### src/rtl/uelr_map.vh
`ifndef UELR_MAP_VH
`define UELR_MAP_VH
// register addresses on the ulpi register path
`define UELR_ADDR_EVENT_LATCH   6'h14
`define UELR_ADDR_LINE_DEBUG    6'h15
`define UELR_ADDR_SCRATCH_WR    6'h16
`define UELR_ADDR_SCRATCH_SET   6'h17
`define UELR_ADDR_SCRATCH_CLR   6'h18
// event latch field positions
`define UELR_BIT_REMOTE_DETACH  0
`define UELR_BIT_BUS_POWER_OK   1
`define UELR_BIT_SESSION_OK     2
`define UELR_BIT_SESSION_OVER   3
`define UELR_BIT_ID_GROUNDED    4
`define UELR_NUM_EVENTS         5
// reset values
`define UELR_RST_LATCH          5'h00
`define UELR_RST_SCRATCH        8'h00
`define UELR_RST_EDGE_EN        5'h1F
// id pin settle time, link side only
`define UELR_ID_SETTLE_MS       50
`endif

### src/rtl/uelr_edge_detect.v
`timescale 1ns/1ps
`include "uelr_map.vh"
// synchronises event sources and flags enabled edges
module uelr_edge_detect #(
  parameter N = 5
) (
  input  wire         ref_clk_i,
  input  wire         nrst_i,
  input  wire [N-1:0] src_i,     // raw event sources
  input  wire [N-1:0] rise_en_i, // rising edge enables
  input  wire [N-1:0] fall_en_i, // falling edge enables
  output wire [N-1:0] level_o,   // synchronised level
  output wire [N-1:0] edge_o     // enabled edge, one cycle
);
  reg [N-1:0] sync1_ff; // first stage, read only by sync2
  reg [N-1:0] sync2_ff; // settled level
  reg [N-1:0] prev_ff;  // previous settled level

  // two-flop synchroniser plus history
  always @(posedge ref_clk_i or negedge nrst_i) begin
    if (!nrst_i) begin
      sync1_ff <= {N{1'b0}};
      sync2_ff <= {N{1'b0}};
      prev_ff  <= {N{1'b0}};
    end else begin
      sync1_ff <= src_i;
      sync2_ff <= sync1_ff;
      prev_ff  <= sync2_ff;
    end
  end

  assign level_o = sync2_ff;
  // unmasked edges only; both enables off gives no events at all
  assign edge_o = (sync2_ff & ~prev_ff & rise_en_i) |
                  (~sync2_ff & prev_ff & fall_en_i);
endmodule // uelr_edge_detect

### src/rtl/uelr_event_latch.v
`timescale 1ns/1ps
`include "uelr_map.vh"
module uelr_event_latch #(
  parameter N = `UELR_NUM_EVENTS
) (
  input  wire         ref_clk_i,
  input  wire         nrst_i,
  input  wire         reg_rd_i,           // register read strobe, 1 cycle
  input  wire         reg_wr_i,           // register write strobe, 1 cycle
  input  wire [5:0]   reg_addr_i,         // register address
  input  wire [7:0]   reg_wdata_i,        // write data
  output wire [7:0]   reg_rdata_o,        // read data, valid with rvalid
  output wire         reg_rvalid_o,       // read data returned this cycle
  input  wire         remote_detach_seen_i, // raw event sources
  input  wire         bus_power_ok_i,
  input  wire         session_ok_i,
  input  wire         session_over_i,
  input  wire         id_pin_grounded_i,
  input  wire [N-1:0] rise_en_i,          // rising enables from enable regs
  input  wire [N-1:0] fall_en_i,          // falling enables
  input  wire         dplus_pulldown_en_i,
  input  wire         dminus_pulldown_en_i,
  input  wire         low_power_i,        // low-power mode level
  input  wire         serial6_i,          // six-pin serial mode level
  input  wire         serial3_i,          // three-pin serial mode level
  input  wire         line_level_bit0_i,  // line state, async
  input  wire         line_level_bit1_i,
  output wire [N-1:0] event_latch_o       // latch contents
);
  reg [7:0]   rdata_ff;    // registered read data
  reg         rvalid_ff;   // read data returned flag
  reg [N-1:0] latch_ff;    // event latch bits
  reg [7:0]   scratch_ff;  // test byte
  reg         lp_prev_ff;  // mode history for entry edges
  reg         s6_prev_ff;
  reg         s3_prev_ff;
  reg [2:0]   mode_s1_ff;  // mode synchroniser first stage
  reg [2:0]   mode_s2_ff;  // mode synchroniser second stage
  reg [1:0]   line_s1_ff;  // line state first stage
  reg [1:0]   line_s2_ff;  // line state second stage
  reg [N-1:0] nxt_latch;
  reg [7:0]   nxt_rdata;
  reg [7:0]   nxt_scratch;
  reg  [5:0]   reg_addr_q;  // address of the read in flight
  // the settled source levels are not used here; the status register
  // outside reads its own copy, so the level port is left open
  wire [N-1:0] edges;
  wire [N-1:0] sets;
  wire         host_mode;
  wire         mode_clear;
  wire         latch_read;

  // address match helper
  // used by the read mux, the scratch decode and the clear qualifier;
  // one function keeps the three decodes from drifting apart
  function is_addr;
    input [5:0] a;
    input [5:0] b;
    begin
      is_addr = (a == b);
    end
  endfunction

  // edge detection for the five event sources
  // sources arrive from the analog side with no clock relation, so the
  // edge block runs them through two flops before any edge is formed
  // the edge enables come from the enable registers outside this block;
  // those hold all ones after reset so every edge is unmasked
  // limitation: with both enables of a source off nothing is flagged
  // for it, so the detection for that source can be powered down
  // cost: two cycles from a source change to the edge strobe
  uelr_edge_detect #(.N(N)) u_edge (
    .ref_clk_i (ref_clk_i),
    .nrst_i    (nrst_i),
    .src_i     ({id_pin_grounded_i, session_over_i, session_ok_i,
                 bus_power_ok_i, remote_detach_seen_i}),
    .rise_en_i (rise_en_i),
    .fall_en_i (fall_en_i),
    .level_o   (),
    .edge_o    (edges)
  );

  // host mode needs both pulldowns; detach ignored otherwise
  assign host_mode = dplus_pulldown_en_i & dminus_pulldown_en_i;
  assign sets = {edges[N-1:1], edges[0] & host_mode};
  // entry edges of the clearing modes
  assign mode_clear = (mode_s2_ff[0] & ~lp_prev_ff) |
                      (mode_s2_ff[1] & ~s6_prev_ff) |
                      (mode_s2_ff[2] & ~s3_prev_ff);
  // read data is returned the cycle after the strobe
  // the clear uses the stored address of the read in flight, not the
  // live address, since the link may already present the next request
  // only a read of the latch address clears it; reads elsewhere leave
  // the bits alone
  assign latch_read = rvalid_ff &
                      is_addr(reg_addr_q, `UELR_ADDR_EVENT_LATCH);

  // next latch value, read and set resolution
  // priority: clearing first, then the return-cycle drop, then sets
  // a mode entry must win over a read of another register, otherwise
  // the latch would survive low-power or serial entry
  // sets in the strobe cycle already went into the read data, so the
  // bits they raise are cleared again by the latch read
  always @* begin
    nxt_latch = latch_ff; // hold until cleared
    if (latch_read | mode_clear)
      nxt_latch = {N{1'b0}};
    else if (rvalid_ff)
      // set colliding with returned read data is dropped
      nxt_latch = latch_ff;
    else
      nxt_latch = latch_ff | sets;
  end

  // read mux, collision sets fold into latch read data
  // the mux looks at the live address in the strobe cycle; its result
  // is captured only on a strobe, so the data stands until next read
  // reserved bits and unmapped addresses give zero
  // hazard: folding sets into the latch data is what keeps an event
  // from being lost when it lands in the strobe cycle
  always @* begin
    nxt_rdata = 8'h00; // unmapped and reserved read zero
    if (is_addr(reg_addr_i, `UELR_ADDR_EVENT_LATCH))
      nxt_rdata = {{(8-N){1'b0}}, latch_ff | sets};
    else if (is_addr(reg_addr_i, `UELR_ADDR_LINE_DEBUG))
      nxt_rdata = {6'h00, line_s2_ff};
    else if (reg_addr_i >= `UELR_ADDR_SCRATCH_WR &&
             reg_addr_i <= `UELR_ADDR_SCRATCH_CLR)
      nxt_rdata = scratch_ff;
  end

  // scratch write, set and clear; touches nothing else
  // writes to the latch, debug and unmapped addresses fall through and
  // leave every register unchanged
  // the byte feeds only the read mux, so no device function sees it
  always @* begin
    nxt_scratch = scratch_ff;
    if (reg_wr_i) begin
      if (is_addr(reg_addr_i, `UELR_ADDR_SCRATCH_WR))
        nxt_scratch = reg_wdata_i;
      else if (is_addr(reg_addr_i, `UELR_ADDR_SCRATCH_SET))
        nxt_scratch = scratch_ff | reg_wdata_i;
      else if (is_addr(reg_addr_i, `UELR_ADDR_SCRATCH_CLR))
        nxt_scratch = scratch_ff & ~reg_wdata_i;
    end
  end

  // register state
  // all flops share one asynchronous reset and load constants only
  // mode and line inputs are pin levels: two flops before any logic,
  // and only the second stage is read by the entry detect and the mux
  // entry into a mode is the rising edge of its settled level; the
  // history flops start low, so a mode held through reset still clears
  // rvalid follows the strobe by exactly one cycle
  always @(posedge ref_clk_i or negedge nrst_i) begin
    if (!nrst_i) begin
      latch_ff   <= `UELR_RST_LATCH;
      scratch_ff <= `UELR_RST_SCRATCH;
      rdata_ff   <= 8'h00;
      rvalid_ff  <= 1'b0;
      reg_addr_q <= 6'h00;
      mode_s1_ff <= 3'h0;
      mode_s2_ff <= 3'h0;
      lp_prev_ff <= 1'b0;
      s6_prev_ff <= 1'b0;
      s3_prev_ff <= 1'b0;
      line_s1_ff <= 2'h0;
      line_s2_ff <= 2'h0;
    end else begin
      latch_ff   <= nxt_latch;
      scratch_ff <= nxt_scratch;
      rvalid_ff  <= reg_rd_i;
      if (reg_rd_i) begin
        rdata_ff   <= nxt_rdata;
        reg_addr_q <= reg_addr_i;
      end
      mode_s1_ff <= {serial3_i, serial6_i, low_power_i};
      mode_s2_ff <= mode_s1_ff;
      lp_prev_ff <= mode_s2_ff[0];
      s6_prev_ff <= mode_s2_ff[1];
      s3_prev_ff <= mode_s2_ff[2];
      line_s1_ff <= {line_level_bit1_i, line_level_bit0_i};
      line_s2_ff <= line_s1_ff;
    end
  end

  // outputs straight from flops
  // the latch contents go out as well so the event notification logic
  // outside can see pending bits without a register read
  assign reg_rdata_o   = rdata_ff;
  assign reg_rvalid_o  = rvalid_ff;
  assign event_latch_o = latch_ff;
endmodule // uelr_event_latch

### config.mk
export PLATFORM = sky130hd
export DESIGN_NAME = uelr_event_latch
export DESIGN_NICKNAME = d
export VERILOG_FILES = /design/src/rtl/uelr_edge_detect.v /design/src/rtl/uelr_event_latch.v
export VERILOG_INCLUDE_DIRS = /design/src /design/src/rtl
export SDC_FILE = /design/constraint.sdc
export NUM_CORES = 1
export LEC_CHECK = 0
export BUFFER_PORTS_ARGS = -buffer_cell sky130_fd_sc_hd__buf_2
export CAP_MARGIN = 20
export CORE_UTILIZATION = 51
export CTS_CLUSTER_SIZE = 30
export DETAILED_ROUTE_END_ITERATION = 10
export PLACE_DENSITY = 0.78
export SLEW_MARGIN = 15
export SYNTH_ARGS = -nofsm -noshare
export SYNTH_HDL_FRONTEND = slang
export SYNTH_SLANG_ARGS = --single-unit
### constraint.sdc
create_clock -name ref_clk_i -period 1.65 [get_ports ref_clk_i]
set_input_delay 0.33 -clock ref_clk_i [delete_from_list [all_inputs] [get_ports ref_clk_i]]
set_output_delay 0.33 -clock ref_clk_i [all_outputs]
set_load 0.05 [all_outputs]
==> results.py <==
metrics = {
    "finish": {
        "seqCellArea_mm2": 0.00140,
        "multi_input_area_um2": 611,
        "drive_gt1_frac": 0.361,
        "nFillCells": 293,
        "utilization": 0.670,
        "n_antenna_cell": 0,
        "postLayoutCellArea_mm2": 0.00253,
        "final_nets": 258,
        "syn_to_final_growth_pct": 22.4,
    },
    "yosys": {
        "synth-seq-cells": 56,
        "avgSynthCellArea_um2": 13.3,
        "synth_compound_area_frac": 0.122,
        "synth_nets": 195,
        "synth_top_family_by_area": "simple AND/OR/NAND/NOR gates",
        "yosys.cell_types.count": 26,
        "synth-xor-area-share": 0,
        "synthSimpleGateAreaFrac": 0.141,
        "syn_area_mm2": 0.00206,
        "seq_area_frac_synth": 0.679,
        "synthMuxAreaShare": 0.0327,
        "yosys_warnings": 0,
        "synthCells": 155,
        "synth-adder-area-share": 0,
    },
    "global_route": {
        "grt_overflow": 0,
        "grt.total_usage": 0.219,
        "grt_pass1_vias": 1476,
        "grt_pass1_wl_um": 6880,
        "antenna_found_initial": 0,
        "grt_use_met2": 0.361,
        "use_met3": 0.0556,
        "use_met1": 0.273,
        "top_usage_layer": "met2",
        "grt_max_degree": 57,
    },
    "run": {
        "cap_viol_max_count": 0,
    },
    "floorplanning": {
        "core_area_mm2": 0.00377,
        "fp-row-count": 22,
        "dieWidth_um": 65.6,
        "die_y_um": 65.6,
        "boundaryPins": 54,
        "start_util": 0.547,
        "die_area_mm2": 0.00431,
    },
    "sta": {
        "final.setup.worst_slack_ns": 0.268,
        "skew_ns": 0.00536,
        "worst_hold_slack_ns": -0.00502,
        "finalHoldViolCount": 4,
        "max_slew_margin": 0.784,
        "fin_crit_sh": 0.837,
        "fmax_ghz": 0.724,
        "min_period_ns": 1.38,
        "finalSetupViolCount": 0,
        "worstMarginPinSlew_ns": 0.320,
        "rsz0062_at_grt": "false",
        "slew_violations": 0,
    },
    "detailed_routing": {
        "wire_per_inst_um": 14.7,
        "drcViolationCount": 0,
        "vias": 1443,
        "drtPass1Iterations": 4,
        "vias_per_cell": 5.40,
        "antenna_left": 0,
        "routed_wl_um": 3920,
        "drt_first_iter_violations": 54,
    },
    "clock_tree": {
        "cts-htree-levels": 2,
        "cts_setup_buffers": 0,
        "cts_max_path_buffers": 2,
        "numCtsBuffers": 5,
        "cts-root-buf": "clkbuf_8",
        "tritoncts": "built",
        "clk_pin_slew_ns": 0.10,
        "cts.sinks": 56,
        "clk_latency_ns": 0.31,
        "postCtsHoldBufs": 0,
        "cts_resized": 0,
    },
    "placement": {
        "dp_hpwl_um": 2950,
        "dpl_worst_slack_ns": -0.0618,
        "port_buffers": 53,
        "place_congestion": 0.796,
        "placed_area_mm2": 0.00244,
    },
    "worst_setup_path": {
        "worstPathRequired_ns": 1.85,
        "critPathCaptureType": "flip-flop",
        "crit_arrival_ns": 1.58,
        "cp_slowest_cell": "or4b_4",
        "path_class": "in2reg",
        "cp_max_fo": 8,
        "critPathLaunchType": "input pin",
        "crit_buf_inv": 1,
        "crit_chain": "buf_2, or4b_4, a21oi_4, nand2_4, a221o_1",
        "critPathMaxStageDelay_ns": 0.54,
        "cpLargestDelayFamily": "simple AND/OR/NAND/NOR gates",
    },
    "min_path": {
        "hold_path.class": "in2async",
    },
    "pwr": {
        "p_leak_nw": 1.18,
        "power.total_mw": 2.51,
        "p_per_area_mw_per_mm2": 992,
        "peakVddDrop_uv": 705,
    },
    "outcome": {
        "violations": "hold timing",
        "status": "finished with violations",
    },
}
## path summary, 6_finish.rpt
| path | slack [ns] | startpoint | depth (start not counted) | end |
|---|---|---|---|---|
| max in group asynchronous | 1.42 | nrst_i | 2 | asynchronous set/reset pin |
| hold reg to reg | 0.35 | u_edge.sync1_ff[2] | 0 | u_edge.level_o[2] |
| setup reg to reg | 0.30 | mode_s2_ff[0] | 4 | event_latch_o[4] |
| min in group ref_clk_i | 0.12 | session_ok_i | 1 | u_edge.sync1_ff[2] |
| hold / removal | -0.005 | nrst_i | 2 | u_edge.prev_ff[4] |
| setup / recovery | 0.27 | reg_addr_i[0] | 5 | flip-flop |
## kinds of logic (layout without fill, tap and decap cells)
| group | Yosys count | count (layout) |
|---|---|---|
| buf+inv | 14 | 78 |
| simple gates | 46 | 46 |
| mux | 6 | 6 |
| flops | 56 | 56 |
| compound gates | 33 | 33 |
## metrics by stage
| step | setup TNS, ns | cells |
|---|---|---|
| 4_1_cts | 0 | 267 |
| 3_5_place_dp | -0.348 | 259 |
| 2_1_floorplan | 0 | 155 |
| 5_1_grt | 0 | 267 |
| 3_3_place_gp | -0.00824 | 259 |
| 6_report | 0 | 267 |
## cells in the mapped netlist, drive strengths merged
master	count	area [µm²]
and3	1	7.51
nand2b	1	6.26
inv	11	41.3
o41ai	1	8.76
o21ai	9	45.0
dfrtp	56	1400
nand3b	7	52.6
o221ai	3	26.3
and3b	8	70.1
o32ai	2	17.5
a21oi	5	36.3
and4bb	1	12.5
mux2	6	67.6
nor2	9	33.8
and2b	1	8.76
a221o	8	80.1
a211oi	2	15.0
or4b	1	13.8
nand2	8	37.5
a222oi	1	10.0
nand4b	1	8.76
clkbuf	3	11.3
nand3	8	40.0
a31oi	2	12.5
## power breakdown
part | internal, mW | switching, mW | total, mW
clock | 0.302 | 0.441 | 0.743
sequential | 1.44 | 0.0372 | 1.48
combinational | 0.112 | 0.173 | 0.285
total | 1.86 | 0.651 | 2.51
## cell type report
type	count	share of cell area
multi-input combinational	85	0.242
tap	48	0.0238
inverter	11	0.0163
timing repair buffer	59	0.128
sequential	56	0.555
clock inverter	3	0.00842
clock buffer	5	0.0272
## layout by cell type (no fill, tap or decap), drive strengths merged, types with 2 or more instances in the layout
cell and n:
a21oi 5, nor2 9, dfrtp 56, inv 12, and3b 8, o32ai 2
mux2 6, clkbuf 5, buf 59, nand2 8, o221ai 3, nand3b 7
a221o 8, a211oi 2, a31oi 2, o21ai 9, nand3 8
## per-layer routing
| metal | part of all wire | wire, µm |
|---|---|---|
| met1 | 0.41 | 1620 |
| met5 | 0 | 0 |
| met2 | 0.52 | 2020 |
| met4 | 0.013 | 50 |
| met3 | 0.057 | 224 |
Note: power is estimated with default switching activity, not from simulation.
